`config.mk`:
```
export PLATFORM = sky130hd
export DESIGN_NAME = hoc_osc_ctrl
export DESIGN_NICKNAME = d
export VERILOG_FILES = /design/src/hoc_pkg.sv /design/src/hoc_link_if.sv /design/src/hoc_post_div.sv /design/src/hoc_wake_det.sv /design/src/hoc_osc_ctrl.sv
export SDC_FILE = /design/constraint.sdc
export NUM_CORES = 1
export LEC_CHECK = 0
export ABC_CLOCK_PERIOD_IN_PS = 2600
export BUFFER_PORTS_ARGS = -buffer_cell sky130_fd_sc_hd__buf_2
export CAP_MARGIN = 20
export CORE_MARGIN = 2
export CORE_UTILIZATION = 50
export CTS_CLUSTER_DIAMETER = 50
export DETAILED_ROUTE_END_ITERATION = 8
export PLACE_DENSITY = 0.81
export RECOVER_POWER = 25
export SLEW_MARGIN = 20
export SYNTH_ARGS = -nofsm -noshare
export SYNTH_HDL_FRONTEND = slang
export SYNTH_SLANG_ARGS = --single-unit
```
`constraint.sdc`:
```
create_clock -name sys_clk -period 2.6 [get_ports sys_clk]
set_clock_uncertainty 0.2 [all_clocks]
set_input_delay 0.52 -clock sys_clk [delete_from_list [all_inputs] [get_ports sys_clk]]
set_output_delay 0.52 -clock sys_clk [all_outputs]
set_load 0.02 [all_outputs]
```
`src/hoc_pkg.sv`:
```
`default_nettype none
package hoc_pkg;

    // ******************************************************************
    // Register map
    // ******************************************************************
    localparam logic [7:0] ADDR_CTRL    = 8'hb2;
    localparam logic [7:0] ADDR_TRIM    = 8'hb3;

    // Control register field positions
    localparam int         CTRL_EN_BIT   = 7;
    localparam int         CTRL_RDY_BIT  = 6;
    localparam int         CTRL_SUSP_BIT = 5;
    localparam int         CTRL_SYNC_BIT = 4;
    localparam int         CTRL_DIV_LSB  = 0;
    localparam int         TRIM_W        = 7;

    // ******************************************************************
    // Values after reset
    // ******************************************************************
    localparam logic       EN_RST       = 1'b1;
    localparam logic       RDY_RST      = 1'b1;
    localparam logic       SUSP_RST     = 1'b0;
    localparam logic [1:0] DIV_RST      = 2'h0;

    // Divider field codes
    localparam logic [1:0] DIV_16       = 2'h0;
    localparam logic [1:0] DIV_8        = 2'h1;
    localparam logic [1:0] DIV_4        = 2'h2;
    localparam logic [1:0] DIV_2        = 2'h3;

    // Counter limits, one tick per ratio cycles
    localparam logic [3:0] LIM_16       = 4'hf;
    localparam logic [3:0] LIM_8        = 4'h7;
    localparam logic [3:0] LIM_4        = 4'h3;
    localparam logic [3:0] LIM_2        = 4'h1;

    // Timer clocks the sync flag stays up after a non-timer wake
    localparam logic [1:0] SYNC_TICKS   = 2'h3;

    // Wake source indices
    localparam int         WAKE_N       = 4;
    localparam int         WK_TIMER     = 3;

    // ******************************************************************
    // Suspend state machine
    // ******************************************************************
    typedef enum logic [2:0]
    {
        ST_RUN  = 3'b001,
        ST_SUSP = 3'b010,
        ST_WAKE = 3'b100
    } hoc_state_t;

endpackage
`default_nettype wire

```
`src/hoc_link_if.sv`:
```
`timescale 1ns/1ps
`default_nettype none
interface hoc_link_if;
    logic       run;      // Oscillator running
    logic       direct;   // Undivided clock
    logic [1:0] sel;      // Divider code
    logic       restart;  // Realign divider phase
    logic       tick;     // Clock enable pulse
    logic       armed;    // Suspended, waiting for wake
    logic       wake;     // Wake pulse
    logic       sync_busy; // Timer not yet resynchronised

    modport ctrl (output run, direct, sel, restart, armed, input tick, wake, sync_busy);
    modport div  (input run, direct, sel, restart, output tick);
    modport wk   (input armed, output wake, sync_busy);
endinterface
`default_nettype wire

```
`src/hoc_post_div.sv`:
```
`timescale 1ns/1ps
`default_nettype none
module hoc_post_div
(
    input  wire logic  sys_clk,  // Clock
    input  wire logic  resetn,   // Sync reset, low
    hoc_link_if.div    dv        // Divider controls
);

    logic [3:0] cnt_q;
    logic [3:0] cnt_d;
    logic       tick_q;
    logic       tick_d;
    logic [3:0] lim;

    // ******************************************************************
    // Whole-period enables keep restarted clocks free of runts
    // ******************************************************************
    always_comb
    begin
        case (dv.sel)
            hoc_pkg::DIV_16: lim = hoc_pkg::LIM_16;
            hoc_pkg::DIV_8:  lim = hoc_pkg::LIM_8;
            hoc_pkg::DIV_4:  lim = hoc_pkg::LIM_4;
            hoc_pkg::DIV_2:  lim = hoc_pkg::LIM_2;
            default:         lim = hoc_pkg::LIM_16;
        endcase
        cnt_d  = 4'h0;
        tick_d = 1'b0;
        if (!dv.run || dv.restart)
        begin
            cnt_d  = 4'h0;
        end
        else if (dv.direct)
        begin
            tick_d = 1'b1;
        end
        else if (cnt_q == lim)
        begin
            tick_d = 1'b1;
        end
        else
        begin
            cnt_d = cnt_q + 4'h1;
        end
    end

    always_ff @(posedge sys_clk)
    begin
        if (!resetn)
        begin
            cnt_q  <= 4'h0;
            tick_q <= 1'b0;
        end
        else
        begin
            cnt_q  <= cnt_d;
            tick_q <= tick_d;
        end
    end

    assign dv.tick = tick_q;

endmodule
`default_nettype wire

```
`src/hoc_wake_det.sv`:
```
`timescale 1ns/1ps
`default_nettype none
module hoc_wake_det
(
    input  wire logic                       sys_clk,    // Clock
    input  wire logic                       resetn,     // Sync reset, low
    input  wire logic [hoc_pkg::WAKE_N-1:0] wake_src,   // Wake event levels
    input  wire logic                       timer_tick, // Wake timer clock pulse
    hoc_link_if.wk                          wk          // Wake handshake
);

    logic [hoc_pkg::WAKE_N-1:0] hit;
    logic                       wake_q;
    logic                       wake_d;
    logic [1:0]                 sync_q;
    logic [1:0]                 sync_d;

    // Sources sampled on the free-running reference, not the gated clock
    genvar gi;
    generate
        for (gi = 0; gi < hoc_pkg::WAKE_N; gi = gi + 1)
        begin : g_src
            assign hit[gi] = wk.armed & wake_src[gi];
        end
    endgenerate

    always_comb
    begin
        wake_d = |hit;
        sync_d = sync_q;
        // Timer wakes need no resync, so only other sources raise the flag
        if ((|hit) && !hit[hoc_pkg::WK_TIMER])
        begin
            sync_d = hoc_pkg::SYNC_TICKS;
        end
        else if (timer_tick && (sync_q != 2'h0))
        begin
            sync_d = sync_q - 2'h1;
        end
    end

    always_ff @(posedge sys_clk)
    begin
        if (!resetn)
        begin
            wake_q <= 1'b0;
            sync_q <= 2'h0;
        end
        else
        begin
            wake_q <= wake_d;
            sync_q <= sync_d;
        end
    end

    assign wk.wake      = wake_q;
    assign wk.sync_busy = (sync_q != 2'h0);

endmodule
`default_nettype wire

```
`src/hoc_osc_ctrl.sv`:
```
`timescale 1ns/1ps
`default_nettype none
module hoc_osc_ctrl
#(
    parameter int TRIM_W = hoc_pkg::TRIM_W  // Trim field width
)
(
    input  wire logic              sys_clk,        // 250 MHz reference clock
    input  wire logic              resetn,         // Sync reset, low
    input  wire logic [7:0]        sfr_addr,       // Register address
    input  wire logic              sfr_wr,         // Write strobe
    input  wire logic              sfr_rd,         // Read strobe
    input  wire logic [7:0]        sfr_wdata,      // Write data
    output logic      [7:0]        sfr_rdata,      // Read data, next cycle
    input  wire logic [TRIM_W-1:0] factory_trim,   // Per-part calibration value
    input  wire logic              hf_selected,    // Oscillator is system clock source
    input  wire logic              hf_direct,      // Undivided source selected
    input  wire logic              osc_stable,     // Analog settled indication
    input  wire logic              p0_match,       // Port 0 match event
    input  wire logic              p1_match,       // Port 1 match event
    input  wire logic              cmp0_en,        // Comparator 0 enabled
    input  wire logic              cmp0_out,       // Comparator 0 output
    input  wire logic              t3_ovf,         // Timer 3 overflow event
    input  wire logic              wake_timer_tick, // Wake timer clock pulse
    output logic                   osc_run,        // Oscillator enable to analog
    output logic      [TRIM_W-1:0] hf_osc_trim,    // Trim to analog
    output logic                   core_clk_en,    // Processor core clock enable
    output logic                   periph_clk_en   // Peripheral clock enable
);

    // ******************************************************************
    // Declarations
    // ******************************************************************
    // Controls to the divider and wake detector travel together
    hoc_link_if lk ();

    hoc_pkg::hoc_state_t st_q;
    hoc_pkg::hoc_state_t st_d;

    logic              en_q;
    logic              en_d;
    logic              rdy_q;
    logic              rdy_d;
    logic              susp_q;
    logic              susp_d;
    logic [1:0]        div_q;
    logic [1:0]        div_d;
    logic [TRIM_W-1:0] trim_q;
    logic [TRIM_W-1:0] trim_d;
    logic [7:0]        rdata_q;
    logic [7:0]        rdata_d;
    logic              osc_q;
    logic              osc_d;
    logic              core_q;
    logic              core_d;
    logic              peri_q;
    logic              peri_d;

    logic              wr_ctrl;
    logic              wr_trim;
    logic [7:0]        ctrl_rd;
    logic [hoc_pkg::WAKE_N-1:0] wake_src;

    // ******************************************************************
    // Address decode
    // ******************************************************************
    assign wr_ctrl = sfr_wr && (sfr_addr == hoc_pkg::ADDR_CTRL);
    assign wr_trim = sfr_wr && (sfr_addr == hoc_pkg::ADDR_TRIM);

    // ******************************************************************
    // Wake sources
    // ******************************************************************
    // Comparator only counts while enabled and low
    assign wake_src = {t3_ovf, cmp0_en & ~cmp0_out, p1_match, p0_match};

    // ******************************************************************
    // Sub-blocks
    // ******************************************************************
    hoc_post_div hoc_post_div_inst
    (
        .sys_clk (sys_clk),
        .resetn  (resetn),
        .dv      (lk.div)
    );

    // Wake detection runs on the free reference so it works while gated
    hoc_wake_det hoc_wake_det_inst
    (
        .sys_clk    (sys_clk),
        .resetn     (resetn),
        .wake_src   (wake_src),
        .timer_tick (wake_timer_tick),
        .wk         (lk.wk)
    );

    // Restart lasts one cycle so the divider begins a whole period
    assign lk.run     = osc_q;
    assign lk.direct  = hf_direct;
    assign lk.sel     = div_q;
    assign lk.restart = (st_q == hoc_pkg::ST_WAKE);
    assign lk.armed   = (st_q == hoc_pkg::ST_SUSP);

    // ******************************************************************
    // Suspend state machine
    // ******************************************************************
    always_comb
    begin
        st_d   = st_q;
        susp_d = susp_q;
        case (st_q)
            hoc_pkg::ST_RUN:
            begin
                if (wr_ctrl && sfr_wdata[hoc_pkg::CTRL_SUSP_BIT])
                begin
                    susp_d = 1'b1;
                    st_d   = hoc_pkg::ST_SUSP;
                end
                else if (wr_ctrl)
                begin
                    susp_d = 1'b0;
                end
            end
            hoc_pkg::ST_SUSP:
            begin
                if (lk.wake)
                begin
                    st_d = hoc_pkg::ST_WAKE;
                end
            end
            hoc_pkg::ST_WAKE:
            begin
                // Divider realigned this cycle, clocks resume next
                susp_d = 1'b0;
                st_d   = hoc_pkg::ST_RUN;
            end
            default:
            begin
                susp_d = 1'b0;
                st_d   = hoc_pkg::ST_RUN;
            end
        endcase
    end

    // State and suspend bit move together so a read never sees them split
    always_ff @(posedge sys_clk)
    begin
        if (!resetn)
        begin
            st_q   <= hoc_pkg::ST_RUN;
            susp_q <= hoc_pkg::SUSP_RST;
        end
        else
        begin
            st_q   <= st_d;
            susp_q <= susp_d;
        end
    end

    // ******************************************************************
    // Register file
    // ******************************************************************
    always_comb
    begin
        en_d   = en_q;
        div_d  = div_q;
        trim_d = trim_q;
        // A suspending write loads enable and divider as well
        if (wr_ctrl)
        begin
            en_d  = sfr_wdata[hoc_pkg::CTRL_EN_BIT];
            div_d = sfr_wdata[hoc_pkg::CTRL_DIV_LSB +: 2];
        end
        if (wr_trim)
        begin
            trim_d = sfr_wdata[TRIM_W-1:0];
        end
    end

    // Trim reloads the per-part value on every reset, never a constant
    always_ff @(posedge sys_clk)
    begin
        if (!resetn)
        begin
            en_q   <= hoc_pkg::EN_RST;
            div_q  <= hoc_pkg::DIV_RST;
            trim_q <= factory_trim;
        end
        else
        begin
            en_q   <= en_d;
            div_q  <= div_d;
            trim_q <= trim_d;
        end
    end

    // ******************************************************************
    // Read path
    // ******************************************************************
    always_comb
    begin
        ctrl_rd = 8'h00;
        ctrl_rd[hoc_pkg::CTRL_EN_BIT]        = en_q;
        ctrl_rd[hoc_pkg::CTRL_RDY_BIT]       = rdy_q;
        ctrl_rd[hoc_pkg::CTRL_SUSP_BIT]      = susp_q;
        ctrl_rd[hoc_pkg::CTRL_SYNC_BIT]      = lk.sync_busy;
        ctrl_rd[hoc_pkg::CTRL_DIV_LSB +: 2]  = div_q;
        rdata_d = rdata_q;
        if (sfr_rd)
        begin
            if (sfr_addr == hoc_pkg::ADDR_CTRL)
            begin
                rdata_d = ctrl_rd;
            end
            else if (sfr_addr == hoc_pkg::ADDR_TRIM)
            begin
                // Top bit is unused and always reads zero
                rdata_d = {1'b0, trim_q};
            end
            else
            begin
                rdata_d = 8'h00;
            end
        end
    end

    // Read data holds between reads
    always_ff @(posedge sys_clk)
    begin
        if (!resetn)
        begin
            rdata_q <= 8'h00;
        end
        else
        begin
            rdata_q <= rdata_d;
        end
    end

    // ******************************************************************
    // Oscillator and clock gating
    // ******************************************************************
    always_comb
    begin
        // Disabling while sourcing sysclk stops everything until reset
        osc_d  = en_q && (st_q != hoc_pkg::ST_SUSP);
        // Ready drops one cycle after the oscillator stops
        rdy_d  = osc_q && osc_stable;
        // Clocks held whenever the selected oscillator is stopped; the core stalls
        // mid-instruction so it continues after the suspending write.
        // The tick lags the stop by one cycle, so it is gated with osc_q.
        core_d = hf_selected ? (lk.tick && osc_q) : 1'b1;
        peri_d = hf_selected ? (lk.tick && osc_q) : 1'b1;
        if (st_q == hoc_pkg::ST_SUSP)
        begin
            core_d = ~hf_selected;
            peri_d = ~hf_selected;
        end
    end

    // Every output leaves straight from a flop, never through a gate
    always_ff @(posedge sys_clk)
    begin
        if (!resetn)
        begin
            rdy_q   <= hoc_pkg::RDY_RST;
            osc_q   <= hoc_pkg::EN_RST;
            core_q  <= 1'b0;
            peri_q  <= 1'b0;
        end
        else
        begin
            rdy_q   <= rdy_d;
            osc_q   <= osc_d;
            core_q  <= core_d;
            peri_q  <= peri_d;
        end
    end

    assign sfr_rdata     = rdata_q;
    assign osc_run       = osc_q;
    assign hf_osc_trim   = trim_q;
    assign core_clk_en   = core_q;
    assign periph_clk_en = peri_q;

endmodule
`default_nettype wire

```
# Word-level counts from Yosys, hierarchy flattened
# Index checks and enable logic that the tools add are counted.
dict set report totals {
  reg_bits 33
  in_bits 36
  output_inout_bits 18
  wordCells 74
}
dict set report op_classes {
  bitwise_logic 9
  n_reduce_logical 19
  mux 17
  add_sub_neg 2
  eq_ne 14
}
# cell count
set ops {}
lappend ops {{$mux W7} 3}
lappend ops {{$eq A8 B8 Y1 const B} 2}
lappend ops {{$pmux W4 S4} 1}
lappend ops {{$logic_and A1 B1 Y1} 8}
lappend ops {{$mux W8} 1}
lappend ops {{$reduce_or A4 Y1} 2}
lappend ops {{$mux W1} 6}
lappend ops {{$mux W3} 2}
lappend ops {{$pmux W3 S2} 1}
lappend ops {{$and A1 B1 Y1} 5}
lappend ops {{$add A4 B1 Y4 const B} 1}
lappend ops {{$eq A2 B2 Y1 const B} 2}
lappend ops {{$eq A4 B4 Y1} 1}
lappend ops {{$mux W2} 2}
lappend ops {{$ne A2 B2 Y1 const B} 2}
lappend ops {{$not A1 Y1} 4}
lappend ops {{$reduce_and A2 Y1} 2}
lappend ops {{$reduce_bool A2 Y1} 2}
lappend ops {{$eq A3 B1 Y1 const B} 1}
lappend ops {{$eq A3 B2 Y1 const B} 1}
lappend ops {{$eq A3 B3 Y1 const B} 1}
lappend ops {{$ne A3 B2 Y1 const B} 1}
lappend ops {{$ne A3 B3 Y1 const B} 1}
lappend ops {{$eq A2 B1 Y1 const B} 1}
lappend ops {{7 further kinds} 8}

# Depth between registers and ports, before layout
# Gate-level depths: netlist of run 1.
dict set report logic_depth {
  depth_word 6
  mapped_depth 5
  mapped_depth_nobuf 5
}

# Modules after synthesis
# From an unflattened synthesis of run 1, not the netlist that was laid out.
dict set report hier_totals {
  hier_cells 158
  area_unflattened_um2 1601.5
}
# module cells_per_inst area_per_inst_um2 seq_area_each_um2 instances
set by_module_without_submodules {}
lappend by_module_without_submodules {hoc_osc_ctrl 109 1161.1 570.5 1}
lappend by_module_without_submodules {hoc_post_div 32 281.5 100.1 1}
lappend by_module_without_submodules {hoc_wake_det 17 158.9 60.1 1}

# Worst setup path before layout of run 1
# Ideal clock, no wire load.
dict set report synth_path {
  path_type {input -> register}
  startpoint {input sfr_addr[3]}
  endpoint {register susp_q}
  cell_stages 4
  path_slack_ps 705
  n_path_buf 1
  t_arrival_ps 1603
  setup_time_ps 92
  required_time_ps 2308
  cell_sequence {or3b_4 -> or3_4 -> buf_6 -> o32ai_1}
}
dict set report synth_via {
  elab_chain_len 5
  elab_cells_between_ends 7
  classes_between {eq/ne: 2; mux: 2; reduce/logical: 3}
}
# item line
set synth_lines {}
lappend synth_lines {{start, declared} hoc_osc_ctrl.sv:10} ;# input wire logic [7:0] sfr_addr,
lappend synth_lines {{$eq A8 B8 Y1 *} hoc_osc_ctrl.sv:67} ;# assign wr_ctrl = sfr_wr && (sfr_addr == hoc_pkg::ADDR_CTRL);
lappend synth_lines {{$logic_and A1 B1 Y1 *} hoc_osc_ctrl.sv:67}
lappend synth_lines {{$logic_and A1 B1 Y1} hoc_osc_ctrl.sv:113} ;# if (wr_ctrl && sfr_wdata[hoc_pkg::CTRL_SUSP_BIT])
lappend synth_lines {{$mux W1 / $ne A3 B3 Y1 (equally long branches)} -}
lappend synth_lines {{$pmux W1 S2 / $reduce_and A2 Y1 (equally long branches)} -}
lappend synth_lines {{end signal, assigned} hoc_osc_ctrl.sv:150} ;# susp_q <= hoc_pkg::SUSP_RST;
lappend synth_lines {{end signal, assigned} hoc_osc_ctrl.sv:155} ;# susp_q <= susp_d;
lappend synth_lines {{end, declared} hoc_osc_ctrl.sv:44} ;# logic susp_q;
# Every way passes the cells marked *; elsewhere a longest branch is shown, timed or not.
# A chain may end at the register's enable or synchronous reset.

# Worst setup path after layout of run 1
dict set report layout_path {
  startpoint {register trim_q[4], in the netlist hf_osc_trim[4]}
  endpoint {output hf_osc_trim[4]}
}
# item line
set layout_lines {}
lappend layout_lines {{start, declared} hoc_osc_ctrl.sv:48} ;# logic [TRIM_W-1:0] trim_q;
lappend layout_lines {{start signal, assigned} hoc_osc_ctrl.sv:186} ;# trim_q <= factory_trim;
lappend layout_lines {{start signal, assigned} hoc_osc_ctrl.sv:192} ;# trim_q <= trim_d;
lappend layout_lines {{end, declared} hoc_osc_ctrl.sv:26} ;# output logic [TRIM_W-1:0] hf_osc_trim,
# No word-level cell between the ends.

==> results of run 1 <==
==> cell type report <==
| type | instances | share of cell area |
|---|---|---|
| Sequential cell | 33 | 0.395 |
| Multi-Input combinational cell | 98 | 0.394 |
| Timing Repair Buffer | 54 | 0.145 |
| Clock buffer | 6 | 0.0223 |
| Tap cell | 33 | 0.0223 |
| Inverter | 8 | 0.0162 |
| Clock inverter | 2 | 0.00541 |
==> state kept, by name (all words and copies together) (netlist names) <==
register and cells:
hoc_post_div_inst.cnt_q 4, div_q 2, rdy_q 1, susp_q 1, st_q 3, en_q 1, periph_clk_en 1, osc_run 1
hoc_post_div_inst.dv.tick 1, sfr_rdata 8, hoc_wake_det_inst.sync_q 2, hoc_wake_det_inst.wk.wake 1, hf_osc_trim 7
==> layout by cell type (no fill, tap or decap), types with 3 or more instances in the layout <==
master	count
o31ai_1	6
buf_2	53
edfxtp_1	7
dfxtp_1	26
nor4_1	6
mux2_2	6
clkbuf_4	5
nor3b_1	4
nand3b_1	12
inv_1	8
nand2_1	8
a21oi_1	5
nand3_1	5
o21ai_0	6
mux2i_1	6
xnor2_1	3
nor2_1	3
==> per-layer routing <==
layer,vias to the layer above,global-route usage,share of wire
met5,-,0,0
met4,0,0.0682,0.0084
met3,4,0.0677,0.065
met2,40,0.353,0.50
met1,618,0.234,0.43
li1,649,-,-
==> synth_stat cells (2+ instances only) <==
cell type	instances
xor2_1	2
inv_1	8
o31ai_1	6
nor2_1	3
o21ai_0	6
dfxtp_1	26
a21oi_1	5
mux2_2	6
nor3_1	2
nand2_1	8
xnor2_1	3
clkbuf_1	4
nand3_1	5
or3b_2	2
nand2b_1	2
nor4_1	6
mux2i_1	6
edfxtp_1	7
nand4b_1	2
nor3b_1	4
ha_1	2
nor2b_1	2
nand3b_1	12
==> stage by stage <==
step	util	instances	total power [mW]	hold slack, ns	cell area (sq um)
2_1_floorplan	-	146	0.643	0.236	1530
3_3_place_gp	0.606	226	0.690	0.258	1800
3_5_place_dp	0.606	226	0.696	0.271	1800
4_1_cts	0.623	234	0.964	0.137	1860
5_1_grt	0.622	234	1.00	0.126	1850
6_report	0.622	234	0.955	0.151	1850
==> power groups by stage <==
stage | Combinational (mW) | Clock (mW) | Sequential [mW]
finish | 0.129 | 0.272 | 0.554
global route | 0.144 | 0.302 | 0.556
CTS | 0.130 | 0.280 | 0.554
detailed placement | 0.130 | 0 | 0.566
global placement | 0.126 | 0 | 0.565
floorplan | 0.0640 | 0 | 0.579
==> cell families after synthesis <==
group,after synthesis,share of synthesized area
xor+xnor,5,0.0287
flops,33,0.478
mux,12,0.0835
compound gates,24,0.108
buf+inv,15,0.0442
simple gates,55,0.241
fa+ha+maj,2,0.0164
==> final timing paths <==
| path | slack (ns) | to |
|---|---|---|
| hold / removal | 0.15 | periph_clk_en$_SDFF_PN0_ |
| setup reg to reg | 1.05 | hoc_post_div_inst.cnt_q[3]$_SDFF_PP0_ |
| hold reg to reg | 0.29 | periph_clk_en$_SDFF_PN0_ |
| setup / recovery | 0.95 | hf_osc_trim[4] |
==> flow_summary.json, run 1 <==
{
  "synth-main-ff-cell": "dfxtp_1",
  "numCtsBuffers": 5,
  "synth_area_sq_um": 1530,
  "place_congestion": 0.766,
  "initial_utilization": 0.513,
  "seq_power_share": 0.580,
  "totalWireLength_um": 3220,
  "netlist.top_cell.by_area": "dfxtp_1",
  "rsz0062_at_grt": "no",
  "startpoint_type": "flip-flop",
  "grt_util_all_layers": 0.204,
  "finalSetupTns_ns": 0,
  "wl_per_cell_um": 13.8,
  "fin_ws_ns": 0.949,
  "synthToLayoutAreaGrowth_pct": 21.2,
  "hp-class": "in -> reg",
  "switching_power_uw": 249,
  "switching_share": 0.260,
  "r2r-start": "div_q[0]$_SDFFE_PN0P_",
  "gr-total-overflow": 0,
  "grt_start_max_net_pins": 33,
  "seqCellArea_sq_um": 731,
  "clk_latency_ns": 0.33,
  "run_status": "finished clean",
  "p_leak_nw": 0.785,
  "synth_cell_types": 40,
  "hold_depth": 2,
  "grt_pass1_vias": 1301,
  "peakVddDrop_uv": 311,
  "grt_pass1_wl_um": 5400,
  "cts_tree": "yes",
  "r2r_cells": 3,
  "ant_nets": 0,
  "clock_sinks": 33,
  "cts_root_buf": "clkbuf_4",
  "ys_seq_area_frac": 0.478,
  "timing.fmax_ghz": 0.606,
  "pre_cts_slack_ns": 0.616,
  "netlist_instances": 146,
  "hold_viol_final": 0,
  "avgSynthCellArea_sq_um": 10.5,
  "synth-seq-cells": 33,
  "die_w_um": 59.3,
  "clockBufferDepth": 2,
  "synth_warnings": 0,
  "worst_pin_slew_ns": 0.579,
  "drtIter0Drc": 14,
  "drv_slew": 0,
  "rows": 20,
  "path_cells": "buf_2",
  "hold_start": "hf_selected",
  "cts_resized": 0,
  "coreArea_sq_um": 2980,
  "worstPathRequired_ns": 1.88,
  "multi_input_comb_area_sq_um": 729,
  "fillers": 264,
  "crit_slowest_cell": "edfxtp_1",
  "crit_path_end_kind": "primary output",
  "async_reset_ff_frac": 0,
  "maxCapViolCount": 0,
  "diodes": 0,
  "crit_start": "hf_osc_trim[4]$_DFFE_PP_",
  "cp_max_fo": 2,
  "dieArea_sq_um": 3510,
  "die_h_um": 59.3,
  "layout_min_cycle_time_ns": 1.65,
  "drcViolationCount": 0,
  "power.share.clock": 0.285,
  "viasPerCell": 5.60,
  "synth.area.top_cells": "dfxtp_1 (34%), edfxtp_1 (14%), nand3b_1 (5.9%)",
  "fin_nets": 238,
  "synth_edf_count": 7,
  "finalSetupViolations": 0,
  "crit_buf_inv": 1,
  "hold_buffers": 0,
  "crit_family": "flip-flops",
  "fin_crit_sh": 0.635,
  "drt-pass1-iter-count": 4,
  "power.density_nw_per_um2": 516,
  "cts.clk_slew.worst_paths_ns": 0.10,
  "p_int_uw": 706,
  "critPathArrivalTime_ns": 0.93,
  "vias": 1311,
  "layout-drive-gt1-share": 0.353,
  "numPortBuffers": 53,
  "io_pins": 54,
  "syn-num-nets": 184,
  "dp_hpwl_um": 2430,
  "antenna_found_initial": 0,
  "comb_power_share": 0.135,
  "cp_num_cells": 1,
  "cts_htree_levels": 2,
  "netlist.area_leader.share": 0.341,
  "slew_headroom": 0.609,
  "critPathKind": "reg -> out",
  "post_cts_buffers": 0,
  "cp_slowest_stage_delay_ns": 0.42
}
(Power assumes the default switching activity.)
==> run 2, diff against run 1 <==
ABC_CLOCK_PERIOD_IN_PS = 1700   (was 2600)
CORE_UTILIZATION = 49   (was 50)
PLACE_DENSITY = 0.8   (was 0.81)
clock period = 1.7 ns   (was 2.6 ns; I/O delays follow)
==> run 2 against run 1 <==
  * Register-to-register slack got worse by 0.93 ns
  * Combinational power increased by 60%
  * Non-clock buffer count increased by 5
  * Sequential share of layout area decreased by 1.1 points
  * Critical path type is now reg -> reg
==> flow_summary.json, run 2 (synthesized netlist as in run 1, its figures left out) <==
{
  "run_status": "finished clean",
  "multi_input_comb_area_sq_um": 729,
  "r2r_setup_slack_ns": 0.12,
  "final_common_cell": "buf_2",
  "largest_reg_flops": 8,
  "power.density_nw_per_um2": 814,
  "clock_sinks": 33,
  "fin_crit_sh": 0.932,
  "final_cell_mix": "buf_2 (53), dfxtp_1 (26), nand3b_1 (12)",
  "ant_nets": 0,
  "worst_pin_slew_ns": 0.589,
  "clk_latency_ns": 0.33,
  "grt_pass1_vias": 1233,
  "crit_family": "simple AND/OR/NAND/NOR gates",
  "timing.fmax_ghz": 0.631,
  "p_leak_nw": 0.814,
  "die_h_um": 59.8,
  "synthToLayoutAreaGrowth_pct": 24.8,
  "cts_root_buf": "clkbuf_4",
  "r2r_cells": 3,
  "viasPerCell": 5.69,
  "critPathKind": "reg -> reg",
  "cts_resized": 0,
  "die_w_um": 59.8,
  "hold_depth": 3,
  "hold_viol_final": 0,
  "holdPathEnd": "rdy_q$_SDFF_PN1_",
  "post_cts_buffers": 0,
  "layout_min_cycle_time_ns": 1.58,
  "antenna_found_initial": 0,
  "crit_buf_inv": 0,
  "io_pins": 54,
  "numPortBuffers": 53,
  "numCtsBuffers": 5,
  "cts.clk_slew.worst_paths_ns": 0.10,
  "crit_slowest_cell": "nor4b_1",
  "peakVddDrop_uv": 397,
  "p_total_mw": 1.55,
  "grt_util_all_layers": 0.202,
  "cts_htree_levels": 2,
  "cp_slowest_stage_delay_ns": 0.52,
  "maxCapViolCount": 0,
  "hold_start": "osc_stable",
  "cp_max_fo": 7,
  "diodes": 0,
  "placed_cell_area_sq_um": 1830,
  "wl_per_cell_um": 14.3,
  "design_area_sq_um": 1910,
  "coreArea_sq_um": 3000,
  "r2r-start": "div_q[0]$_SDFFE_PN0P_",
  "slew_headroom": 0.602,
  "gr-total-overflow": 0,
  "rsz0062_at_grt": "no",
  "critPathArrivalTime_ns": 1.57,
  "grt_start_max_net_pins": 14,
  "layout-drive-gt1-share": 0.364,
  "totalWireLength_um": 3410,
  "fin_nets": 243,
  "worstPathRequired_ns": 1.69,
  "fin_hold_ws_ns": 0.0311,
  "drv_slew": 0,
  "crit_path_end_kind": "flip-flop",
  "r2r-end": "hoc_post_div_inst.cnt_q[3]$_SDFF_PP0_",
  "fillers": 251,
  "grt_pass1_wl_um": 5330,
  "startpoint_type": "flip-flop",
  "initial_utilization": 0.509,
  "seqCellArea_sq_um": 731,
  "dieArea_sq_um": 3580,
  "finalSetupViolations": 0,
  "clockBufferDepth": 2,
  "drtIter0Drc": 71,
  "place_congestion": 0.776,
  "dp_hpwl_um": 2690,
  "drcViolationCount": 0,
  "cts_tree": "yes",
  "fin_ws_ns": 0.116,
  "pre_cts_slack_ns": -0.0738,
  "vias": 1361,
  "hp-class": "in -> reg",
  "hold_buffers": 1,
  "drt-pass1-iter-count": 4,
  "path_cells": "xnor2_1, nor4b_1, nor4_1",
  "rows": 20
}
run 2: changes by cell type in the layout (fill, tap and decap cells not counted), sizes merged:
cell,change
clkinv,-1
dlygate4sd3,+1
buf,+3
clkbuf,+2
run 2: layout make-up:
type	count	area share
clock buffer	7	0.0341
clock inverter	1	0.00262
inverter	8	0.0157
multi-input combinational	98	0.383
sequential	33	0.383
tap	33	0.0217
timing repair buffer	59	0.160
run 2: tightest hold or removal path, delay by kind of cell:
| family | cells | cell delay [ns] |
|---|---|---|
| buf+inv | 1 | 0.08 |
| simple gates | 2 | 0.11 |
run 2: per-stage QoR:
| stage | utilization | instances | TNS [ns] |
|---|---|---|---|
| 2_1_floorplan | - | 146 | 0 |
| 3_3_place_gp | 0.611 | 230 | -0.0477 |
| 3_5_place_dp | 0.611 | 230 | -0.104 |
| 4_1_cts | 0.638 | 239 | 0 |
| 5_1_grt | 0.635 | 239 | 0 |
| 6_report | 0.635 | 239 | 0 |
run 2: how the worst max path moves through the flow:
| stage | from | end | cells after the start |
|---|---|---|---|
| floorplan | sfr_addr[3] | susp_q$_SDFFE_PN0P_ | 4 |
| global placement | sfr_addr[3] | susp_q$_SDFFE_PN0P_ | 4 |
| detailed placement | sfr_addr[3] | susp_q$_SDFFE_PN0P_ | 4 |
| CTS | hoc_wake_det_inst.sync_q[0]$_SDFFE_PN0P_ | hoc_wake_det_inst.sync_q[1]$_SDFFE_PN0P_ | 5 |
| global route | div_q[0]$_SDFFE_PN0P_ | hoc_post_div_inst.cnt_q[3]$_SDFF_PP0_ | 3 |
| finish | div_q[0]$_SDFFE_PN0P_ | hoc_post_div_inst.cnt_q[3]$_SDFF_PP0_ | 3 |
run 2: report_power, final:
group | switching (mW) | internal [mW] | leakage (nW)
combinational | 0.109 | 0.0987 | 0.493
clock | 0.256 | 0.240 | 0.0413
sequential | 0.0173 | 0.831 | 0.279
run 2: metal layers:
| metal | up-vias | GRT usage | share of wire |
|---|---|---|---|
| li1 | 669 | - | - |
| met1 | 637 | 0.216 | 0.40 |
| met2 | 45 | 0.354 | 0.53 |
| met3 | 10 | 0.0606 | 0.054 |
| met4 | 0 | 0.108 | 0.020 |
| met5 | - | 0 | 0 |
